**src/pkg/stage_pkg.sv**
```systemverilog
// Shared constants and types for the power stage input reaction logic.
`default_nettype none

package stage_pkg;

  // Width of the dead-time and on-time counts.
  localparam int TIME_W = 12;

  // Sub-cycle phases: bit 1 is the side, bit 0 is set during the on-time.
  typedef enum logic [1:0] {
    PH_DT0 = 2'b00,
    PH_OT0 = 2'b01,
    PH_DT1 = 2'b10,
    PH_OT1 = 2'b11
  } phase_type;

  // Input reaction mode codes.
  localparam logic [3:0] MODE_NONE = 4'h0;
  localparam logic [3:0] MODE_STOP_WAIT = 4'h2;
  localparam logic [3:0] MODE_RUN_OPPOSITE = 4'h3;
  localparam logic [3:0] MODE_BLANK = 4'h4;
  localparam logic [3:0] MODE_HALT = 4'h7;
  localparam logic [3:0] MODE_EDGE = 4'h8;
  localparam logic [3:0] MODE_FIXED_EDGE = 4'h9;
  localparam logic [3:0] MODE_HOLD_OFF = 4'hE;

  // Reset values and the counter step.
  localparam logic [TIME_W-1:0] CNT_RESET = 12'h000;
  localparam logic [TIME_W-1:0] CNT_STEP = 12'h001;
  localparam phase_type PHASE_RESET = PH_DT0;
  localparam logic [1:0] PAIR_RESET = 2'b00;
  localparam logic SYNC_RESET = 1'b0;

endpackage

`default_nettype wire

```
**src/rtl/reset_sync.sv**
```systemverilog
// Reset release synchroniser: asserts at once, releases after two clock edges.
`default_nettype none

module reset_sync (
  input wire logic ref_clk_i,
  input wire logic rst_n_i,
  output logic rst_n_o
);

  typedef struct packed {
    logic first;
    logic second;
  } sync_type;

  sync_type s_r;
  sync_type s_nxt;

  // The first stage feeds only the second stage.
  always_comb begin
    s_nxt.first = 1'b1;
    s_nxt.second = s_r.first;
  end

  // Both stages clear at once when the reset pin goes low.
  always_ff @(posedge ref_clk_i or negedge rst_n_i) begin
    if (!rst_n_i) begin
      s_r.first <= stage_pkg::SYNC_RESET;
      s_r.second <= stage_pkg::SYNC_RESET;
    end else begin
      s_r <= s_nxt;
    end
  end

  assign rst_n_o = s_r.second;

endmodule

`default_nettype wire

```
**src/rtl/input_sense.sv**
```systemverilog
// Input sensing: synchronisers, polarity and edge detection for inputs A and B.
`default_nettype none

module input_sense (
  input wire logic ref_clk_i,
  input wire logic rst_n_i,
  input wire logic clk_en_i,
  input wire logic [1:0] pin_i,
  input wire logic [1:0] input_active_polarity_i,
  output logic [1:0] active_o,
  output logic [1:0] edge_o
);

  typedef struct packed {
    logic [1:0] meta;
    logic [1:0] stable;
    logic [1:0] prev;
  } sense_type;

  sense_type s_r;
  sense_type s_nxt;
  logic [1:0] level;

  // Polarity turns the synchronised pin into an active level and a start edge.
  genvar g;
  generate
    for (g = 0; g < 2; g++) begin : g_lane
      assign level[g] = input_active_polarity_i[g] ? s_r.stable[g] : ~s_r.stable[g];
      assign edge_o[g] = level[g] & ~s_r.prev[g];
    end
  endgenerate

  assign active_o = level;

  // Two-stage synchroniser, then the previous active level for the edge.
  always_comb begin
    s_nxt.meta = pin_i;
    s_nxt.stable = s_r.meta;
    s_nxt.prev = level;
  end

  // State freezes while the clock enable is low.
  always_ff @(posedge ref_clk_i or negedge rst_n_i) begin
    if (!rst_n_i) begin
      s_r.meta <= stage_pkg::PAIR_RESET;
      s_r.stable <= stage_pkg::PAIR_RESET;
      s_r.prev <= stage_pkg::PAIR_RESET;
    end else if (clk_en_i) begin
      s_r <= s_nxt;
    end
  end

endmodule

`default_nettype wire

```
**src/rtl/stage_ctrl_input_fault_modes.sv**
```systemverilog
// Input reaction logic of a two-output power stage generator with dead-times.
`default_nettype none

// Behaviour
// - Mode 2: input A is only looked at during dead-time zero and on-time zero.
// - Mode 2: A ends output zero, runs side one, then waits for A inactive.
// - Modes 2 and 3: a started side one sub-cycle always completes.
// - Mode 2: input B is only looked at during dead-time one and on-time one.
// - Mode 2: B ends output one, runs side zero, then waits for B inactive.
// - Modes 2 and 3: a started side zero sub-cycle always completes.
// - Mode 3: input A only acts during side zero phases.
// - Mode 3: A ends output zero, loops dead-one, on-one, dead-zero while active.
// - Mode 3: input B only acts during side one phases.
// - Mode 3: B ends output one, loops dead-zero, on-zero, dead-one while active.
// - Mode 4: an active input blanks both outputs, timing runs on.
// - Mode 7: a fault halts the generator until software sets run again.
// - Mode 7: either input halts during any phase.
// - Mode 8: an accepted edge cuts the current cycle short.
// - Modes 8 and 9: edges count only within the input's own on-time.
// - One-ramp edge retrigger on A restarts the ramp from zero.
// - Mode 9: an edge ends the output but keeps the cycle frequency.
// - Mode 14: edges leave the output frequency unchanged.
// - Mode 14: the input's output stays off while the input is active.
// - A 4-bit code selects the reaction; zero means no action.
// - Polarity bit set means rising edge or high level is active.
module stage_ctrl_input_fault_modes (
  input wire logic ref_clk_i,
  input wire logic rst_n_i,
  input wire logic clk_en_i,
  input wire logic input_a_i,
  input wire logic input_b_i,
  input wire logic [1:0] input_active_polarity_i,
  input wire logic [3:0] input_reaction_mode_a_i,
  input wire logic [3:0] input_reaction_mode_b_i,
  input wire logic generator_run_bit_i,
  input wire logic one_ramp_i,
  input wire logic [11:0] dead_time_zero_i,
  input wire logic [11:0] on_time_zero_i,
  input wire logic [11:0] dead_time_one_i,
  input wire logic [11:0] on_time_one_i,
  output logic stage_output_zero_o,
  output logic stage_output_one_o,
  output logic [1:0] phase_o,
  output logic halted_o
);

  typedef struct packed {
    stage_pkg::phase_type phase;
    logic [11:0] cnt;
    logic [1:0] seq;
    logic [1:0] stall;
    logic [1:0] cut;
    logic halted;
    logic run_prev;
    logic [1:0] out;
  } state_type;

  state_type s_r;
  state_type s_nxt;

  logic rst_n;
  logic [1:0] act;
  logic [1:0] edg;
  logic [1:0][3:0] mode;
  logic [11:0] len;
  logic last;
  logic running;
  logic halt_hit;
  logic [1:0] kill;
  logic [1:0] cut_set;
  stage_pkg::phase_type ph_n;
  logic [11:0] cnt_n;

  // Dead-time phase of a side.
  function automatic stage_pkg::phase_type dead_of(input logic side);
    return stage_pkg::phase_type'({side, 1'b0});
  endfunction

  // On-time phase of a side.
  function automatic stage_pkg::phase_type on_of(input logic side);
    return stage_pkg::phase_type'({side, 1'b1});
  endfunction

  // Reset release is synchronised to the generator clock.
  reset_sync u_reset_sync (
    .ref_clk_i(ref_clk_i),
    .rst_n_i(rst_n_i),
    .rst_n_o(rst_n)
  );

  // Inputs A and B pass two flip-flops before the polarity stage.
  input_sense u_input_sense (
    .ref_clk_i(ref_clk_i),
    .rst_n_i(rst_n),
    .clk_en_i(clk_en_i),
    .pin_i({input_b_i, input_a_i}),
    .input_active_polarity_i(input_active_polarity_i),
    .active_o(act),
    .edge_o(edg)
  );

  // Input k belongs to side k: A to side zero, B to side one.
  assign mode[0] = input_reaction_mode_a_i;
  assign mode[1] = input_reaction_mode_b_i;

  // Length of the current phase; a zero length still lasts one cycle.
  always_comb begin
    case (s_r.phase)
      stage_pkg::PH_DT0: len = dead_time_zero_i;
      stage_pkg::PH_OT0: len = on_time_zero_i;
      stage_pkg::PH_DT1: len = dead_time_one_i;
      default: len = on_time_one_i;
    endcase
  end

  assign last = ({1'b0, s_r.cnt} + 13'h0001) >= {1'b0, len};
  assign running = generator_run_bit_i & ~s_r.halted;

  // Next state: halt, wait, fault sequences, retriggers and the outputs.
  always_comb begin
    s_nxt = s_r;
    s_nxt.run_prev = generator_run_bit_i;
    halt_hit = 1'b0;
    kill = 2'b00;
    cut_set = 2'b00;
    ph_n = s_r.phase;
    cnt_n = s_r.cnt;

    // Level reactions; codes not listed here fall through with no action.
    for (int k = 0; k < 2; k++) begin
      if (mode[k] == stage_pkg::MODE_HALT && act[k]) begin
        halt_hit = 1'b1;
      end
      if (mode[k] == stage_pkg::MODE_BLANK && act[k]) begin
        kill = 2'b11;
      end
      if (mode[k] == stage_pkg::MODE_HOLD_OFF && act[k]) begin
        kill[k] = 1'b1;
      end
    end

    // Only a fresh rising run bit lifts a halt.
    if (s_r.halted && generator_run_bit_i && !s_r.run_prev) begin
      s_nxt.halted = 1'b0;
    end

    if (running && halt_hit) begin
      s_nxt.halted = 1'b1;
    end else if (running && (|s_r.stall)) begin
      // Waiting after a mode 2 sequence; resume on the input's own dead-time.
      for (int k = 0; k < 2; k++) begin
        if (s_r.stall[k] && !act[k]) begin
          s_nxt.stall[k] = 1'b0;
          s_nxt.seq[k] = 1'b0;
          ph_n = dead_of(k == 1);
          cnt_n = stage_pkg::CNT_RESET;
        end
      end
    end else if (running) begin
      if (last) begin
        ph_n = stage_pkg::phase_type'(s_r.phase + 2'b01);
        cnt_n = stage_pkg::CNT_RESET;
      end else begin
        cnt_n = s_r.cnt + stage_pkg::CNT_STEP;
      end

      for (int k = 0; k < 2; k++) begin
        // End of the opposite on-time in a mode 2 sequence.
        if (s_r.seq[k] && last && s_r.phase == on_of(k == 0) &&
            mode[k] == stage_pkg::MODE_STOP_WAIT) begin
          if (act[k]) begin
            s_nxt.stall[k] = 1'b1;
            ph_n = s_r.phase;
            cnt_n = s_r.cnt;
          end else begin
            s_nxt.seq[k] = 1'b0;
          end
        end

        // End of the own dead-time in a mode 3 loop.
        if (s_r.seq[k] && last && s_r.phase == dead_of(k == 1) &&
            mode[k] == stage_pkg::MODE_RUN_OPPOSITE) begin
          if (act[k]) begin
            ph_n = dead_of(k == 0);
          end else begin
            s_nxt.seq[k] = 1'b0;
          end
        end

        // A fault on the input's own side starts the opposite sub-cycle.
        if (!s_r.seq[k] && s_r.phase[1] == (k == 1) && act[k] &&
            (mode[k] == stage_pkg::MODE_STOP_WAIT ||
             mode[k] == stage_pkg::MODE_RUN_OPPOSITE)) begin
          ph_n = dead_of(k == 0);
          cnt_n = stage_pkg::CNT_RESET;
          s_nxt.seq[k] = 1'b1;
        end

        // Edges count only inside the input's own on-time.
        if (edg[k] && s_r.phase == on_of(k == 1)) begin
          if (mode[k] == stage_pkg::MODE_EDGE) begin
            cnt_n = stage_pkg::CNT_RESET;
            if (k == 0 && one_ramp_i) begin
              ph_n = stage_pkg::PH_DT0;
            end else begin
              ph_n = dead_of(k == 0);
            end
          end
          if (mode[k] == stage_pkg::MODE_FIXED_EDGE) begin
            cut_set[k] = 1'b1;
          end
        end
      end
    end

    s_nxt.phase = ph_n;
    s_nxt.cnt = cnt_n;

    // A cut output stays off until its on-time ends; timing is untouched.
    for (int k = 0; k < 2; k++) begin
      s_nxt.cut[k] = (ph_n == s_r.phase) && (s_r.cut[k] || cut_set[k]);
    end

    // Outputs follow the next phase unless the run bit is low, or blanked, cut, waiting or halted.
    for (int k = 0; k < 2; k++) begin
      s_nxt.out[k] = generator_run_bit_i && !s_nxt.halted && !(|s_nxt.stall) &&
                     ph_n == on_of(k == 1) && !s_nxt.cut[k] && !kill[k];
    end
  end

  // All state freezes while the clock enable is low.
  always_ff @(posedge ref_clk_i or negedge rst_n) begin
    if (!rst_n) begin
      s_r.phase <= stage_pkg::PHASE_RESET;
      s_r.cnt <= stage_pkg::CNT_RESET;
      s_r.seq <= stage_pkg::PAIR_RESET;
      s_r.stall <= stage_pkg::PAIR_RESET;
      s_r.cut <= stage_pkg::PAIR_RESET;
      s_r.halted <= stage_pkg::SYNC_RESET;
      s_r.run_prev <= stage_pkg::SYNC_RESET;
      s_r.out <= stage_pkg::PAIR_RESET;
    end else if (clk_en_i) begin
      s_r <= s_nxt;
    end
  end

  assign stage_output_zero_o = s_r.out[0];
  assign stage_output_one_o = s_r.out[1];
  assign phase_o = s_r.phase;
  assign halted_o = s_r.halted;

  // A halted generator drives both outputs inactive.
  a_halt_outputs_off: assert property (
    @(posedge ref_clk_i) disable iff (!rst_n)
    s_r.halted |-> (s_r.out == 2'b00))
    else $error("outputs active while halted");

  // A mode 7 fault on either input halts the running generator.
  a_halt_entry_any: assert property (
    @(posedge ref_clk_i) disable iff (!rst_n)
    (clk_en_i && running && ((mode[0] == stage_pkg::MODE_HALT && act[0]) ||
                             (mode[1] == stage_pkg::MODE_HALT && act[1])))
    |=> (s_r.halted && !stage_output_zero_o && !stage_output_one_o))
    else $error("mode 7 fault did not halt");

  // A rising run bit releases a halt on the next edge.
  a_halt_release: assert property (
    @(posedge ref_clk_i) disable iff (!rst_n)
    (clk_en_i && s_r.halted && generator_run_bit_i && !s_r.run_prev) |=> !s_r.halted)
    else $error("run bit did not release halt");

  // A mode 2 fault on A jumps to dead-time one from zero.
  a_mode2_jump: assert property (
    @(posedge ref_clk_i) disable iff (!rst_n)
    (clk_en_i && running && mode[0] == stage_pkg::MODE_STOP_WAIT &&
     mode[1] == stage_pkg::MODE_NONE && act[0] && !s_r.seq[0] &&
     !s_r.phase[1] && s_r.stall == 2'b00)
    |=> (s_r.phase == stage_pkg::PH_DT1 && s_r.cnt == 12'h000 && s_r.seq[0]))
    else $error("mode 2 fault did not jump to dead-time one");

  // A mode 2 fault on B jumps to dead-time zero from side one.
  a_mode2_jump_b: assert property (
    @(posedge ref_clk_i) disable iff (!rst_n)
    (clk_en_i && running && mode[1] == stage_pkg::MODE_STOP_WAIT &&
     mode[0] == stage_pkg::MODE_NONE && act[1] && !s_r.seq[1] &&
     s_r.phase[1] && s_r.stall == 2'b00)
    |=> (s_r.phase == stage_pkg::PH_DT0 && s_r.cnt == 12'h000 && s_r.seq[1]))
    else $error("mode 2 fault on B did not jump to dead-time zero");

  // While waiting for an input to clear, both outputs are off.
  a_stall_outputs_off: assert property (
    @(posedge ref_clk_i) disable iff (!rst_n)
    (s_r.stall != 2'b00) |-> (!stage_output_zero_o && !stage_output_one_o))
    else $error("output active while waiting");

  // A mode 3 loop skips on-time zero while input A stays active.
  a_mode3_loop: assert property (
    @(posedge ref_clk_i) disable iff (!rst_n)
    (clk_en_i && running && mode[0] == stage_pkg::MODE_RUN_OPPOSITE &&
     mode[1] == stage_pkg::MODE_NONE && s_r.seq[0] && last && act[0] &&
     s_r.phase == stage_pkg::PH_DT0 && s_r.stall == 2'b00)
    |=> (s_r.phase == stage_pkg::PH_DT1 && !stage_output_zero_o))
    else $error("mode 3 loop did not skip on-time zero");

  // Mode 4 blanks both outputs one cycle after the input is active.
  a_mode4_blank: assert property (
    @(posedge ref_clk_i) disable iff (!rst_n)
    (clk_en_i && mode[0] == stage_pkg::MODE_BLANK && act[0])
    |=> (!stage_output_zero_o && !stage_output_one_o))
    else $error("mode 4 did not blank outputs");

  // Mode 14 holds output one off while input B is active.
  a_mode14_hold: assert property (
    @(posedge ref_clk_i) disable iff (!rst_n)
    (clk_en_i && mode[1] == stage_pkg::MODE_HOLD_OFF && act[1]) |=> !stage_output_one_o)
    else $error("mode 14 did not hold output one off");

  // A mode 8 edge in on-time zero ends the cycle half at once.
  a_mode8_retrig: assert property (
    @(posedge ref_clk_i) disable iff (!rst_n)
    (clk_en_i && running && mode[0] == stage_pkg::MODE_EDGE &&
     mode[1] == stage_pkg::MODE_NONE && edg[0] && !one_ramp_i &&
     s_r.phase == stage_pkg::PH_OT0 && s_r.stall == 2'b00)
    |=> (s_r.phase == stage_pkg::PH_DT1 && s_r.cnt == 12'h000))
    else $error("mode 8 edge did not cut the cycle");

  // In one-ramp mode a mode 8 edge on A restarts the ramp.
  a_one_ramp_restart: assert property (
    @(posedge ref_clk_i) disable iff (!rst_n)
    (clk_en_i && running && mode[0] == stage_pkg::MODE_EDGE &&
     mode[1] == stage_pkg::MODE_NONE && edg[0] && one_ramp_i &&
     s_r.phase == stage_pkg::PH_OT0 && s_r.stall == 2'b00)
    |=> (s_r.phase == stage_pkg::PH_DT0 && s_r.cnt == 12'h000))
    else $error("one-ramp edge did not restart ramp");

  // A mode 9 edge cuts output zero but keeps the phase running.
  a_mode9_cut: assert property (
    @(posedge ref_clk_i) disable iff (!rst_n)
    (clk_en_i && running && mode[0] == stage_pkg::MODE_FIXED_EDGE &&
     mode[1] == stage_pkg::MODE_NONE && edg[0] && !last &&
     s_r.phase == stage_pkg::PH_OT0 && s_r.stall == 2'b00)
    |=> (!stage_output_zero_o && s_r.phase == stage_pkg::PH_OT0 &&
         s_r.cnt == $past(s_r.cnt) + 12'h001))
    else $error("mode 9 edge changed timing or left output on");

endmodule

`default_nettype wire

```
**config.mk**
```make
export PLATFORM = sky130hd
export DESIGN_NAME = stage_ctrl_input_fault_modes
export DESIGN_NICKNAME = d
export VERILOG_FILES = /design/src/pkg/stage_pkg.sv /design/src/rtl/reset_sync.sv /design/src/rtl/input_sense.sv /design/src/rtl/stage_ctrl_input_fault_modes.sv
export SDC_FILE = /design/constraint.sdc
export NUM_CORES = 1
export LEC_CHECK = 0
export BUFFER_PORTS_ARGS = -buffer_cell sky130_fd_sc_hd__buf_2
export CAP_MARGIN = 20
export CORE_UTILIZATION = 45
export DETAILED_ROUTE_END_ITERATION = 12
export PLACE_DENSITY = 0.72
export SLEW_MARGIN = 15
export SYNTH_ARGS = -nofsm -noshare
export SYNTH_HDL_FRONTEND = slang
export SYNTH_SLANG_ARGS = --single-unit
export TNS_END_PERCENT = 20
```
**constraint.sdc**
```tcl
create_clock -name ref_clk_i -period 2.6 [get_ports ref_clk_i]
set_input_delay 0.65 -clock ref_clk_i [delete_from_list [all_inputs] [get_ports ref_clk_i]]
set_output_delay 0.65 -clock ref_clk_i [all_outputs]
set_load 0.02 [all_outputs]
```
==> results.yml <==
run_status:
  status: "complete, but fails checks"
  violations: "negative setup slack"
setup_path:
  endpoint_kind: "flop"
  slowest_stage: "dfrtp_2"
  arrival_ns: 3.60
  critPathKind: "flop to flop"
  critPathLaunchType: "flop"
  worst-path-buf-inv: 3
  crit_family: "compound AO/OA/AOI/OAI gates"
  crit_chain: "buf_12 -> ha_4 -> a222oi_1 -> nand2_1 -> o21ai_1 -> ha_1 -> a211o_1 -> o221ai_4 -> buf_6 -> nand3_4 -> mux2i_2 -> buf_4 -> a21oi_1 -> nor4_2 -> mux2_4"
  reg2reg_setup_slack_ns: -0.77
  path_max_fanout: 7
  slowest_delay_ns: 0.44
  required_ns: 2.82
global_routing:
  grt_max_degree: 25
  grt_pass1_vias: 3128
  antenna_found_initial: 0
  gr-total-overflow: 0
  grt_first_pass_wirelength_um: 14400
  grtUsageTotal_pct: 29.3
power:
  seqPwrFrac_pct: 24.8
  power_leakage_nw: 2.08
  clockPowerShare_pct: 21.2
  worst_ir_drop_vdd_mv: 0.307
  swShare_pct: 37.3
  internal_power_mw: 1.56
  power_frac_comb_pct: 54.0
  cellPowerDensity_nw_per_um2: 570
  p_total_mw: 2.49
  switchingPower_uw: 928
floorplanning:
  die_h_um: 80.9
  initial_core_util_pct: 47.1
  rows: 28
  die_area_um2: 6550
  die_w_um: 80.9
  pin_count: 70
  core_um2: 5960
timing:
  worst_slack_ns: -0.773
  slew_violations: 0
  fin_crit_ns: 3.37
  fmax_mhz: 296
  period_share_pct: 130
  hold_violations: 0
  tightest_slew_ns: 0.565
  rsz0062_at_grt: "yes"
  worst_clock_skew_ns: 0.00601
  slew_headroom_pct: 62.3
  setup_viol: 22
route:
  drt_iter0_markers: 243
  drcViolationCount: 0
  routed_via_density: 5.87
  vias: 3294
  postRouteAntennaNets: 0
  routedWlPerCell_um: 17.0
  wirelength_um: 9540
  drt_pass1_iterations: 5
logic_synthesis:
  synthFlopType: "dfrtp_1"
  ys_top_cells_by_area: "dfrtp_1 29%, ha_1 8.0%, o21ai_0 5.0%"
  synth_cell_type_count: 57
  ys_seq_elements: 32
  syn_inst: 330
  async_reset_ff_share_pct: 100
  synth_common_cells: "35 x nand2_1, 32 x dfrtp_1, 28 x o21ai_0"
  yosysMostFrequentCell: "nand2_1"
  avgSynthCellArea_um2: 8.50
  synth_nets: 413
  netlist.area_leader.share_pct: 28.6
  yosysTopAreaCell: "dfrtp_1"
  synth-edff-count: 0
  yosysWarnings: 0
  mappedNetlistArea_um2: 2800
  synth_seq_area_share_pct: 28.6
placed_design:
  portBuffers: 69
  dp_hpwl_um: 7120
  dp.cells: 544
  placed_cell_area_um2: 3940
  gp_congestion: 0.946
job:
  drv_cap: 0
finish:
  fin_cells: 561
  num_antenna_cells: 0
  area_delta_synth_final_pct: 55.5
  nNetsFinal: 568
  drive_gt1_share_pct: 47.5
  post-route-cell-area_um2: 4360
clocking:
  cts_tree: "yes"
  clkTransAtPathRegs_ns: 0.07
  cts-root-buf: "clkbuf_8"
  htreeDepth: 2
  clock_sink_count: 32
  clk_latency_ns: 0.28
  cts_made_buffers: 5
  cts_max_path_buffers: 2
hold_path:
  hold_class: "input pin to asynchronous set/reset pin"
[power groups by stage]
stage | Combinational [mW] | Sequential [mW] | Clock [mW]
final | 1.34 | 0.617 | 0.527
after global routing | 1.47 | 0.624 | 0.560
after CTS | 1.21 | 0.616 | 0.535
after detailed placement | 1.15 | 0.623 | 0
after global placement | 1.12 | 0.618 | 0
after floorplan | 0.684 | 0.637 | 0
[worst paths after layout]
path                            cells past startpoint                  start                    end
worst max-delay path                               15             phase_o[0]                 s_r[5]
min in group ref_clk_i                              0  u_reset_sync.s_nxt[0]   u_reset_sync.rst_n_o
worst min register to register                      0   u_reset_sync.rst_n_o                s_r[18]
worst max register to register                     15             phase_o[0]                 s_r[5]
worst min-delay path                                1                rst_n_i  u_reset_sync.s_nxt[0]
max in group asynchronous                           1   u_reset_sync.rst_n_o             phase_o[1]
[layout make-up]
cell class | count | area (um2)
Tap cell | 75 | 93.8
Clock inverter | 1 | 30.0
Timing Repair Buffer | 163 | 1120
Clock buffer | 7 | 96.3
Inverter | 11 | 46.3
Fill cell | 430 | 1600
Multi-Input combinational cell | 272 | 2170
Sequential cell | 32 | 803
[layer usage]
metal	global-route usage, %	vias to the layer above	wire, um
met5	0	-	0
met4	10.0	0	153
met3	4.83	19	823
li1	-	1572	-
met1	38.0	1533	4020
met2	49.1	170	4540
[kinds of logic (layout without fill, tap and decap cells)]
group | after synthesis | count (layout) | synth area share (%)
DFF | 32 | 32 | 28.6
other | 1 | 1 | 0.134
and+or+nand+nor | 128 | 128 | 25.2
buffers and inverters | 26 | 182 | 3.79
adders and majority gates | 18 | 18 | 8.03
xor gates and xnor gates | 14 | 14 | 4.64
AOI/OAI and AO/OA | 100 | 100 | 25.3
muxes | 11 | 11 | 4.28
[sequential cells by signal, indices dropped and copies added (netlist names)]
name and flops:
s_r 19, u_input_sense.s_r 4, phase_o 2, u_input_sense.s_nxt 2, halted_o 1, stage_output_one_o 1
stage_output_zero_o 1, u_reset_sync.rst_n_o 1, u_reset_sync.s_nxt 1
[timing repair]
action / 4_1_cts / 5_1_grt
endpoints found under the setup margin: 22 / 22
buffers inserted: 3 / 6
resized for setup: 17 / 37
hold buffers: 0 / 0
endpoints found under the hold margin: 0 / 0
pin swaps: 9 / 10
[through the flow]
stage	setup WS (ns)	util (%)	hold slack, ns	setup TNS, ns
finish	-0.773	73.2	0.141	-12.75
global route	-0.910	73.2	0.125	-15.43
CTS	-0.667	69.8	0.139	-10.65
detailed placement	-0.786	66.2	0.239	-13.40
global placement	-0.672	66.2	0.232	-11.84
floorplan	-0.611	-	0.331	-8.10
[placed cells by master (no fill, tap or decap), types with 3 or more instances in the layout]
cell type,instances
a222oi_1,12
buf_6,11
nand3_1,15
a31oi_4,3
nand4_1,8
and4_1,4
o31ai_1,3
o21ai_0,17
nor2_2,3
a21oi_1,13
a31oi_1,3
dfrtp_1,30
xnor2_1,6
nand2b_1,6
o21ai_1,10
buf_4,81
ha_1,13
and2_1,3
buf_2,69
mux2_2,6
a22o_1,6
inv_1,9
o21ai_2,5
clkbuf_8,7
a21o_1,6
nor2_1,21
nand2_1,34
and3_4,4
ha_4,5
xor2_1,5
Note: power is estimated with default switching activity, not from simulation.
